==> src/vcdac_pkg.sv <==
// Package for the DAC-register I2C target with its nonvolatile copy.
// Assumes a 250 MHz system clock; times become cycle counts here.
package vcdac_pkg;
  localparam logic [5:0] VCDAC_ADDR_MATCH = 6'h27;
  localparam int VCDAC_CLK_MHZ = 250;
  localparam int VCDAC_PROG_MAX_MS = 100;
  localparam int VCDAC_PROG_MAX_CYC = VCDAC_PROG_MAX_MS * 1000 * VCDAC_CLK_MHZ;
  localparam int VCDAC_PHASE_CYC_DFLT = 4096;
  localparam logic [2:0] VCDAC_MAX_TRIES = 3'h4;
  localparam logic [7:0] VCDAC_NV_RESET = 8'h00;

  typedef enum {VCDAC_IDLE, VCDAC_ADDR, VCDAC_AACK, VCDAC_WDATA, VCDAC_WACK,
                VCDAC_RDATA, VCDAC_RACK, VCDAC_IGNORE} vcdac_bus_t;
  typedef enum {VCDAC_P_LOAD, VCDAC_P_IDLE, VCDAC_P_ERASE, VCDAC_P_ECHK,
                VCDAC_P_WRITE, VCDAC_P_WCHK} vcdac_prog_t;

  // Handshake with the nonvolatile cell array.
  typedef struct packed {
    logic erase;
    logic write;
    logic [7:0] data;
  } vcdac_nv_cmd_t;

  typedef struct packed {
    logic done;
    logic ok;
  } vcdac_nv_rsp_t;
endpackage : vcdac_pkg

==> src/vcdac_i2c_eeprom_ctrl.sv <==
// DAC-register I2C target that copies the register into a nonvolatile byte on command.
// Assumes scl/sda come from pins (synchronised here) and the cell array answers on clk.
//
// Function
// - Write-protect high: address and data bytes are accepted and acted upon.
// - Write-protect low: no register change, no programming; still acks and reads.
// - Read returns register; write with select 1 writes; select 0 programs.
// - Respond only when the upper six address bits equal 100111.
// - Programming copies register to the nonvolatile byte only if supply is sufficient.
// - Started programming completes within 100 ms even if write-protect drops.
// - Erase then write, each retried up to four attempts.
// - Write: start, address with direction 0, ack, data MSB first, ack, stop.
// - Read: address with direction 1, ack, register sent MSB first, stop.
`timescale 1ns/1ps
`default_nettype none
module vcdac_i2c_eeprom_ctrl
  import vcdac_pkg::*;
#(
  parameter int PHASE_TIMEOUT = VCDAC_PHASE_CYC_DFLT
)(
  // Clock and reset
  input wire logic clk,
  input wire logic rst,
  // I2C pins
  input wire logic scl_i,
  input wire logic sda_i,
  output logic sda_o,
  output logic sda_oe,
  // Control and status
  input wire logic wp_n_i,
  input wire logic avdd_ok_i,
  output logic [7:0] dac_value,
  output logic prog_busy,
  output logic prog_fail,
  // Nonvolatile cell array
  input wire logic [7:0] nv_stored,
  output vcdac_pkg::vcdac_nv_cmd_t nv_cmd,
  input wire vcdac_pkg::vcdac_nv_rsp_t nv_rsp
);
  import vcdac_pkg::*;

  logic [1:0] scl_s_q, sda_s_q, wp_s_q, av_s_q;
  logic scl_p_q, sda_p_q;
  always_ff @(posedge clk)
  begin
    if (rst)
    begin
      scl_s_q <= 2'h3;
      sda_s_q <= 2'h3;
      wp_s_q <= 2'h0;
      av_s_q <= 2'h0;
      scl_p_q <= 1'b1;
      sda_p_q <= 1'b1;
    end
    else
    begin
      scl_s_q <= {scl_s_q[0], scl_i};
      sda_s_q <= {sda_s_q[0], sda_i};
      wp_s_q <= {wp_s_q[0], wp_n_i};
      av_s_q <= {av_s_q[0], avdd_ok_i};
      scl_p_q <= scl_s_q[1];
      sda_p_q <= sda_s_q[1];
    end
  end

  logic scl, sda, wp_hi, av_ok, scl_rise, scl_fall, start_c, stop_c;
  assign scl = scl_s_q[1];
  assign sda = sda_s_q[1];
  assign wp_hi = wp_s_q[1];
  assign av_ok = av_s_q[1];
  assign scl_rise = scl && !scl_p_q;
  assign scl_fall = !scl && scl_p_q;
  assign start_c = scl && scl_p_q && sda_p_q && !sda;
  assign stop_c = scl && scl_p_q && !sda_p_q && sda;

  // Bus state.
  vcdac_bus_t bs_q, bs_d;
  logic [7:0] sh_q, sh_d, dac_q, dac_d;
  logic [2:0] cnt_q, cnt_d;
  logic sel_q, sel_d, drv_q, drv_d, bit_q, bit_d, go_q, go_d;
  logic prog_start, loaded;

  always_comb
  begin
    bs_d = bs_q;
    sh_d = sh_q;
    cnt_d = cnt_q;
    sel_d = sel_q;
    drv_d = drv_q;
    bit_d = bit_q;
    go_d = 1'b0;
    dac_d = dac_q;
    if (!loaded)
      dac_d = nv_stored;
    if (start_c && loaded)
    begin
      bs_d = VCDAC_ADDR;
      cnt_d = 3'h7;
      drv_d = 1'b0;
    end
    else if (stop_c)
    begin
      bs_d = VCDAC_IDLE;
      drv_d = 1'b0;
    end
    else
    begin
      case (bs_q)
        VCDAC_ADDR, VCDAC_WDATA:
        begin
          if (scl_rise)
          begin
            sh_d = {sh_q[6:0], sda};
            cnt_d = cnt_q - 3'h1;
          end
          // A byte is complete once eight rises have been shifted in.
          if (scl_fall && cnt_q == 3'h7 && bit_q)
          begin
            if (bs_q == VCDAC_ADDR)
            begin
              sel_d = sh_q[1];
              if (sh_q[7:2] == VCDAC_ADDR_MATCH)
              begin
                bs_d = VCDAC_AACK;
                drv_d = 1'b1;
              end
              else
                bs_d = VCDAC_IGNORE;
            end
            else
            begin
              bs_d = VCDAC_WACK;
              drv_d = 1'b1;
              if (wp_hi && sel_q)
                dac_d = sh_q;
              else if (wp_hi && !sel_q && !prog_busy)
                go_d = 1'b1;
            end
          end
        end
        VCDAC_AACK:
          if (scl_fall)
          begin
            if (sh_q[0])
            begin
              bs_d = VCDAC_RDATA;
              sh_d = {dac_q[6:0], 1'b0};
              bit_d = dac_q[7];
              cnt_d = 3'h7;
            end
            else
            begin
              bs_d = VCDAC_WDATA;
              drv_d = 1'b0;
              cnt_d = 3'h7;
            end
          end
        VCDAC_WACK:
          if (scl_fall)
          begin
            bs_d = VCDAC_IGNORE;
            drv_d = 1'b0;
          end
        VCDAC_RDATA:
          if (scl_fall)
          begin
            if (cnt_q == 3'h0)
            begin
              bs_d = VCDAC_RACK;
              drv_d = 1'b0;
            end
            else
            begin
              bit_d = sh_q[7];
              sh_d = {sh_q[6:0], 1'b0};
              cnt_d = cnt_q - 3'h1;
            end
          end
        VCDAC_RACK:
          if (scl_fall)
            bs_d = VCDAC_IGNORE;
        VCDAC_IDLE, VCDAC_IGNORE:
          drv_d = 1'b0;
        default:
          bs_d = VCDAC_IDLE;
      endcase
    end
    // Byte-complete flag: set on the eighth rise of a received byte.
    if ((bs_q == VCDAC_ADDR || bs_q == VCDAC_WDATA) && !start_c && !stop_c)
    begin
      if (scl_rise)
        bit_d = (cnt_q == 3'h0);
    end
    else if (bs_q != VCDAC_RDATA && bs_d != VCDAC_RDATA)
      bit_d = 1'b0;
  end

  always_ff @(posedge clk)
  begin
    if (rst)
    begin
      bs_q <= VCDAC_IDLE;
      sh_q <= 8'h00;
      cnt_q <= 3'h7;
      sel_q <= 1'b0;
      drv_q <= 1'b0;
      bit_q <= 1'b0;
      go_q <= 1'b0;
      dac_q <= VCDAC_NV_RESET;
    end
    else
    begin
      bs_q <= bs_d;
      sh_q <= sh_d;
      cnt_q <= cnt_d;
      sel_q <= sel_d;
      drv_q <= drv_d;
      bit_q <= bit_d;
      go_q <= go_d;
      dac_q <= dac_d;
    end
  end

  // Acks pull low; read bits drive low only for a zero (open drain).
  assign sda_o = 1'b0;
  assign sda_oe = drv_q && (bs_q == VCDAC_RDATA ? !bit_q : 1'b1);
  assign dac_value = dac_q;
  assign prog_start = go_q;

  // Programming sequencer; write-protect is not looked at once started.
  vcdac_prog_t ps_q, ps_d;
  logic [2:0] try_q, try_d;
  logic [7:0] img_q, img_d;
  logic [31:0] tmr_q, tmr_d;
  logic fail_q, fail_d;
  always_comb
  begin
    ps_d = ps_q;
    try_d = try_q;
    img_d = img_q;
    fail_d = fail_q;
    tmr_d = tmr_q + 32'h1;
    case (ps_q)
      VCDAC_P_LOAD:
        ps_d = VCDAC_P_IDLE;
      VCDAC_P_IDLE:
        if (prog_start && av_ok)
        begin
          img_d = dac_q;
          try_d = 3'h1;
          tmr_d = 32'h0;
          fail_d = 1'b0;
          ps_d = VCDAC_P_ERASE;
        end
      VCDAC_P_ERASE:
        ps_d = VCDAC_P_ECHK;
      VCDAC_P_ECHK:
        if (nv_rsp.done || tmr_q >= 32'(PHASE_TIMEOUT))
        begin
          tmr_d = 32'h0;
          if (nv_rsp.done && nv_rsp.ok)
          begin
            ps_d = VCDAC_P_WRITE;
            try_d = 3'h1;
          end
          else if (try_q == VCDAC_MAX_TRIES)
          begin
            fail_d = 1'b1;
            ps_d = VCDAC_P_IDLE;
          end
          else
          begin
            try_d = try_q + 3'h1;
            ps_d = VCDAC_P_ERASE;
          end
        end
      VCDAC_P_WRITE:
        ps_d = VCDAC_P_WCHK;
      VCDAC_P_WCHK:
        if (nv_rsp.done || tmr_q >= 32'(PHASE_TIMEOUT))
        begin
          tmr_d = 32'h0;
          if (nv_rsp.done && nv_rsp.ok)
            ps_d = VCDAC_P_IDLE;
          else if (try_q == VCDAC_MAX_TRIES)
          begin
            fail_d = 1'b1;
            ps_d = VCDAC_P_IDLE;
          end
          else
          begin
            try_d = try_q + 3'h1;
            ps_d = VCDAC_P_WRITE;
          end
        end
      default:
        ps_d = VCDAC_P_IDLE;
    endcase
  end

  always_ff @(posedge clk)
  begin
    if (rst)
    begin
      ps_q <= VCDAC_P_LOAD;
      try_q <= 3'h0;
      img_q <= 8'h00;
      tmr_q <= 32'h0;
      fail_q <= 1'b0;
    end
    else
    begin
      ps_q <= ps_d;
      try_q <= try_d;
      img_q <= img_d;
      tmr_q <= tmr_d;
      fail_q <= fail_d;
    end
  end

  assign loaded = (ps_q != VCDAC_P_LOAD);
  assign prog_busy = (ps_q != VCDAC_P_IDLE) && loaded;
  assign prog_fail = fail_q;
  assign nv_cmd.erase = (ps_q == VCDAC_P_ERASE);
  assign nv_cmd.write = (ps_q == VCDAC_P_WRITE);
  assign nv_cmd.data = img_q;
endmodule : vcdac_i2c_eeprom_ctrl
`default_nettype wire

==> config.mk <==
export PLATFORM = sky130hd
export DESIGN_NAME = vcdac_i2c_eeprom_ctrl
export DESIGN_NICKNAME = d
export VERILOG_FILES = /design/src/vcdac_pkg.sv /design/src/vcdac_i2c_eeprom_ctrl.sv
export SDC_FILE = /design/constraint.sdc
export NUM_CORES = 1
export LEC_CHECK = 0
export BUFFER_PORTS_ARGS = -buffer_cell sky130_fd_sc_hd__buf_2
export CELL_PAD_IN_SITES_DETAIL_PLACEMENT = 1
export CELL_PAD_IN_SITES_GLOBAL_PLACEMENT = 1
export CORE_AREA = 4 4 118 120
export DETAILED_ROUTE_END_ITERATION = 7
export DIE_AREA = 0 0 122 124
export PLACE_DENSITY = 0.68
export SLEW_MARGIN = 30
export SYNTH_ARGS = -nofsm -noshare
export SYNTH_HDL_FRONTEND = slang
export SYNTH_SLANG_ARGS = --single-unit
export TNS_END_PERCENT = 10
==> constraint.sdc <==
create_clock -name clk -period 2.4 [get_ports clk]
set_input_delay 0 -clock clk [delete_from_list [all_inputs] [get_ports clk]]
set_output_delay 0 -clock clk [all_outputs]
set_load 0.005 [all_outputs]
==> summary.md, run 1 <==
| Metric | Value |
|---|---|
| Seq/Total Area, Yosys | `44.5%` |
| Worst-path fanout max | `7` |
| Total grt overflow | `0` |
| Clock transition at the registers of the reported paths | `0.07 ns` |
| Placed instance area | `5480 sq um` |
| Placed cell count | `754` |
| Worst Setup End Kind | `flop` |
| Synthesis Warnings | `0` |
| RePlAce Congestion | `0.869` |
| Post-synth EDFFs | `0` |
| Die area | `15100 sq um` |
| Most frequent cell after synthesis | `dfxtp_1` |
| DIE WIDTH | `122 microns` |
| Synth cell types | `66` |
| GRT Total Usage | `16.3%` |
| Post-DR vias/cell | `5.04` |
| Met2 Track Usage GR | `28.2%` |
| Met3 usage | `4.54%` |
| Layout cells sized above 1 | `19.1%` |
| Die extent in y | `124 microns` |
| Clock Latency Late Sink | `0.35 ns` |
| Power Density | `637 nW/um^2` |
| Max Cap Viol | `0` |
| Worst-Margin Slew | `0.575 ns` |
| Number of post-CTS setup repair buffers | `0` |
| Synth top area share | `44.5%` |
| CP Class | `reg2reg` |
| Final setup TNS | `0 ns` |
| Relative slew slack | `61.6%` |
| CTS buffer count | `9` |
| Status | `finished, final reports clean` |
| Final slew viol count | `0` |
| First-pass GRT wire length | `19.4 mm` |
| Max Clock Freq | `0.461 GHz` |
| Total Routed Length | `11.6 mm` |
| Drc violations | `0` |
| Most Crowded Layer GR | `met2` |
| Hold path cells | `3` |
| Dominant synthesized flop cell | `dfxtp_1` |
| Worst EP arrival | `2.40 ns` |
| M1 GR Usage | `19.6%` |
| WL per Instance | `14.8 microns` |
| Final Hold Fails | `0` |
| Via count | `3919` |
| Final Cell Area | `5880 sq um` |
| Worst vdd ir | `413 uV` |
| Syn Area/Cell | `9.64 sq um` |
| Async S/R FF share, synth | `0%` |
| Setup Viol. Count Final | `0` |
| R2R cell count | `8` |
| Drt first-iter violations | `214` |
| PnR worst setup slack | `0.232 ns` |
| Commonest cells in the netlist | `dfxtp_1, nand2_1, nor2_1` |
| Hold Crit Class | `in2reg` |
| CTS tree | `yes` |
| Fin crit period | `2.17 ns` |
| Largest area contributor in the netlist | `dfxtp_1` |
| Dpl hpwl | `8.44 mm` |
| Fin Hold WS | `0.00550 ns` |
| Netlist Area Pre-Place | `5040 sq um` |
| Pin count of the biggest net entering global routing | `27` |
| Final Cycle Share | `90.3%` |
| Critical Path RT | `2.64 ns` |
| DP Worst Slack | `0.210 ns` |
| Initial antenna violation count | `0` |
| Post-CTS sizing | `0` |
| Vias in the first global route | `3985` |
| Worst R2R Setup Slack | `0.23 ns` |
| Non-Filler Instances | `778` |
| CTS HTree Levels | `3` |
| Synthesis-to-layout area growth | `16.7%` |
| IO Port Bufs | `36` |
| Worst Skew | `0.00666 ns` |
| Antenna cells | `0` |
| Clock buffer depth | `2` |
| Leakage | `2.32 nW` |
| Sink Count | `112` |
| Post-route ant nets | `0` |
| CTS root buf | `clkbuf_16` |
| Core Region | `13000 sq um` |
| RSZ-0062 raised after global routing | `false` |
| TritonRoute pass-1 iters | `4` |
| Initial Utilization | `38.8%` |
| Pwr Total | `3.75 mW` |
| # rows | `42` |
| Hold-fix buffers, CTS | `9` |
| Mapped Cells | `523` |
| CP startpoint kind | `flop` |
| Seq cells post-synth | `112` |
| Layout Utilization | `45.3%` |
| Synth area leaders | `dfxtp_1, nor2_4, xor2_1` |
| Nets@finish | `622` |
| IO Pins | `38` |
[power by group]
| part | total, mW | switching [mW] | internal [mW] |
|---|---|---|---|
| logic | 0.203 | 0.119 | 0.0838 |
| clock network | 1.60 | 0.662 | 0.942 |
| registers | 1.94 | 0.0336 | 1.91 |
[cells by family after synthesis]
| family | synth area share (%) |
|---|---|
| flip-flops | 44.5 |
| AO/OA/AOI/OAI | 10.1 |
| adder cells (fa/ha/maj) | 1.99 |
| XOR/XNOR | 5.73 |
| multiplexers | 4.52 |
| buffers and inverters | 4.59 |
| AND/OR/NAND/NOR | 28.5 |
| other | 0.0744 |
[final timing paths]
check,start,to
min,nv_stored[0],dac_value[0]
min reg2reg,sda_s_q[0],sda_s_q[1]
max,cnt_q[0],sh_q[7]
max reg2reg,cnt_q[0],sh_q[7]
[final cells by class]
class,count,area [sq um]
clock buffers,11,243
clock inverters,4,76.3
fillers,1526,7100
inverters,18,67.6
multi-input cells,402,2680
flip-flops and latches,112,2240
well taps,176,220
repair buffers,55,358
[worst max-delay path, stage by stage (launching register included)]
cell and delay (ns):
dfxtp_1 0.39, inv_1 0.08, ha_1 0.21, nor2b_1 0.22, o32a_1 0.33, o22ai_2 0.23
o211ai_2 0.29, mux2i_1 0.24, nor2_1 0.06
[state kept, by name, indices dropped and copies added, names as in the netlist]
name and count:
sda_s_q 2, wp_s_q 2, tmr_q 32, drv_q 1, img_q 8, try_q 3
cnt_q 3, bit_q 1, ps_q 3, scl_s_q 2, sel_q 1, prog_fail 1
av_s_q 2, sda_p_q 1, dac_value 8, bs_q 32, scl_p_q 1, sh_q 8
go_q 1
[placed cells by master (no fill, tap or decap), types with 3 or more instances in the layout]
cell,netlist,final
dfxtp_1,112,112
nand2_1,49,49
nor2_1,42,42
buf_2,2,36
conb_1,1,30
nor2_4,28,28
xor2_1,22,22
a21oi_1,22,22
inv_1,18,18
nand3_1,18,18
mux2i_1,16,16
nand4_1,15,15
xnor2_1,11,11
nor2b_1,10,10
a211oi_1,10,10
o21ai_0,10,10
and3_1,9,9
clkbuf_16,0,9
dlygate4sd3_1,0,9
buf_4,2,9
nor3_1,8,8
nor4_1,8,8
or2_2,7,8
ha_1,8,8
o21ai_1,6,6
mux2_1,6,6
nand2b_1,5,5
a31oi_1,4,4
and2_1,4,4
and4_1,4,4
nor4_2,3,3
nor2_2,3,3
or3_1,3,3
o22ai_1,3,3
[routing by layer]
metal | share of wire, % | wire length (microns) | up-vias
met4 | 1.6 | 182 | 0
met3 | 3.9 | 448 | 18
met2 | 50 | 5790 | 66
met5 | 0 | 0 | -
li1 | - | - | 1943
met1 | 44 | 5130 | 1892
Power figures use the tool's default switching activity.
==> run 2: changes to the inputs <==
==> constraint.sdc (replaced) <==
create_clock -name clk -period 2.4 [get_ports clk]
set_input_delay 0.48 -clock clk [delete_from_list [all_inputs] [get_ports clk]]
set_output_delay 0.48 -clock clk [all_outputs]
set_load 0.005 [all_outputs]
==> run 2 against run 1 <==
Non-clock buffer count is 11 lower. Highest routed layer unchanged. Combinational power down 7%. Clock power about the same. First-iteration DRC count decreased by 12%. Cell count shrank 1.3%. Critical endpoint is now sda_oe. Critical path type is now reg2out. Global-route usage fell by 0.82 points. Sequential power about the same.
==> summary.md, run 2 (synthesis results as in run 1) <==
| Metric | Value |
|---|---|
| Status | `finished, final reports clean` |
| Final Cycle Share | `94.5% (+4.2 points)` |
| DP Worst Slack | `0.228 ns (+0.0184 ns)` |
| Hold Crit Class | `in2reg` |
| Fin crit period | `2.27 ns (+0.101 ns)` |
| RSZ-0062 raised after global routing | `false` |
| Clock Latency Late Sink | `0.35 ns (about the same)` |
| Dpl hpwl | `8.02 mm (-5.0%)` |
| Most common cell after layout, fill and taps aside | `dfxtp_1` |
| Die area | `15100 sq um (unchanged)` |
| Relative slew slack | `63.6% (+1.9 points)` |
| Worst Skew | `0.00714 ns (+0.000478 ns)` |
| Setup Viol. Count Final | `0 (unchanged)` |
| Power Density | `644 nW/um^2 (+1.1%)` |
| PnR worst setup slack | `0.131 ns (-0.101 ns)` |
| Sw frac | `21.5% (-0.21 points)` |
| First-pass GRT wire length | `18.6 mm (-3.9%)` |
| WL per Instance | `14.2 microns (-4.7%)` |
| Via count | `3798 (-3.1%)` |
| GRT Total Usage | `15.5% (-0.82 points)` |
| IO Port Bufs | `36 (unchanged)` |
| Critical Path RT | `1.92 ns (-0.72 ns)` |
| RR Endpoint | `sh_q[2]` |
| Final Hold Fails | `0 (unchanged)` |
| Initial Utilization | `38.8% (unchanged)` |
| CTS root buf | `clkbuf_16` |
| Final setup TNS | `0 ns (unchanged)` |
| Clock buffer depth | `2 (unchanged)` |
| Max Cap Viol | `0 (unchanged)` |
| Layout cells sized above 1 | `19.3% (+0.15 points)` |
| Pin count of the biggest net entering global routing | `35 (+30%)` |
| Hold Startpoint | `sda_i` |
| Psw | `0.802 mW (-1.6%)` |
| Worst-path fanout max | `4 (-3)` |
| Worst-Margin Slew | `0.543 ns (-0.0322 ns)` |
| CTS tree | `yes` |
| Post-CTS sizing | `0 (unchanged)` |
| Die extent in y | `124 microns (unchanged)` |
| Worst R2R Setup Slack | `0.22 ns (about the same)` |
| Largest regs | `bs_q x32, tmr_q x32` |
| Placed cell count | `751 (-0.40%)` |
| Non-Filler Instances | `768 (-1.3%)` |
| Drc violations | `0 (unchanged)` |
| Post-DR vias/cell | `4.95 (-1.8%)` |
| CP startpoint kind | `flop` |
| Nets@finish | `611 (-1.8%)` |
| Vias in the first global route | `3837 (-3.7%)` |
| Internal | `2.92 mW (-0.38%)` |
| Leakage | `2.27 nW (-2.1%)` |
| Layout fillers | `1555 (+1.9%)` |
| IO Pins | `38 (unchanged)` |
| CTS buffer count | `9 (unchanged)` |
| Final slew viol count | `0 (unchanged)` |
| Worst EP arrival | `1.79 ns (-0.61 ns)` |
| Worst vdd ir | `384 uV (-6.8%)` |
| Max Clock Freq | `0.441 GHz (-4.5%)` |
| Worst Setup End Kind | `output pin` |
| Post-route ant nets | `0 (unchanged)` |
| RePlAce Congestion | `0.818 (-5.8%)` |
| # rows | `42 (unchanged)` |
| Antenna cells | `0 (unchanged)` |
| Core Region | `13000 sq um (unchanged)` |
| Sink Count | `112 (unchanged)` |
| Total grt overflow | `0 (unchanged)` |
| CTS HTree Levels | `3 (unchanged)` |
| Share of power burned in registers | `52.2% (+0.4 points)` |
| Initial antenna violation count | `0 (unchanged)` |
| Hold Path End | `sda_s_q[0]` |
| Hold path cells | `2 (-1)` |
| CP Class | `reg2out` |
| Clock transition at the registers of the reported paths | `0.07 ns (about the same)` |
| Most frequent cells in the layout | `dfxtp_1, nand2_1, nor2_1, buf_2, conb_1` |
| Synthesis-to-layout area growth | `14.7%` |
| Total Routed Length | `10.9 mm (-5.9%)` |
| Worst r2r src | `bs_q[20]` |
| R2R cell count | `7 (-1)` |
| TritonRoute pass-1 iters | `4 (unchanged)` |
| Comb power frac | `5.0% (-0.4 points)` |
| DIE WIDTH | `122 microns (unchanged)` |
| Clk pwr share | `42.8% (about the same)` |
| Drt first-iter violations | `189 (-12%)` |
==> run 2: cell count changes in the layout (fill, tap and decap cells not counted), sizes merged <==
cell,delta
clkinv,+1
clkinvlp,+1
inv,-1
dlygate4sd3,-9
buf,-2
==> run 2: how the worst max path moves through the flow <==
stage | startpoint | endpoint | cells past startpoint
6_report | bs_q[12] | sda_oe | 5
5_1_grt | bs_q[12] | sda_oe | 5
4_1_cts | bs_q[20] | sda_oe | 5
3_5_place_dp | nv_rsp[1] | tmr_q[31] | 8
3_3_place_gp | nv_rsp[1] | tmr_q[5] | 8
2_1_floorplan | tmr_q[0] | tmr_q[30] | 7
==> run 2: power by group through the flow <==
stage	Combinational, mW	Clock (mW)	Sequential [mW]
floorplan	0.155	0	1.98
global placement	0.186	0	1.98
detailed placement	0.191	0	1.99
CTS	0.192	1.66	1.94
global route	0.210	1.74	1.95
finish	0.188	1.59	1.94
==> run 2: routing by layer <==
metal / wire [microns] / track usage [%] / part of all wire, % / vias to the layer above
met5: 0 / 0 / 0 / -
met4: 211 / 5.95 / 1.9 / 0
met3: 355 / 3.77 / 3.3 / 13
met2: 5370 / 26.1 / 49 / 53
met1: 4930 / 19.1 / 45 / 1819
li1: - / - / - / 1913
==> run 2: final cells by class <==
class                      count  area, sq um  share of cell area (%)
tap                          176          220                    3.81
clock inverter                 5         80.1                    1.38
sequential                   112         2240                    38.8
multi-input combinational    402         2680                    46.3
inverter                      18         67.6                    1.17
timing repair buffer          44          253                    4.37
clock buffer                  11          243                    4.20
==> run 2: timing repair <==
item	4_1_cts	5_1_grt
endpoints found under the hold margin	0	0
endpoints found under the setup margin	0	1
buffers inserted	0	1
hold buffers	0	0
==> run 2: worst max-delay path, stage by stage (launching register included) <==
cell and delay (ns):
dfxtp_1 0.30, nor4_1 0.33, nand4_1 0.30, nor2_2 0.20, a41oi_1 0.15, buf_2 0.16
==> run 2: metrics by stage <==
step	cell area (sq um)	hold slack, ns	utilization [%]	power, mW
finish	5780	0.312	44.6	3.72
global placement	5450	0.395	42.0	2.17
floorplan	5150	0.389	-	2.13
detailed placement	5450	0.396	42.0	2.18
CTS	5780	0.293	44.5	3.80
global route	5780	0.300	44.6	3.90
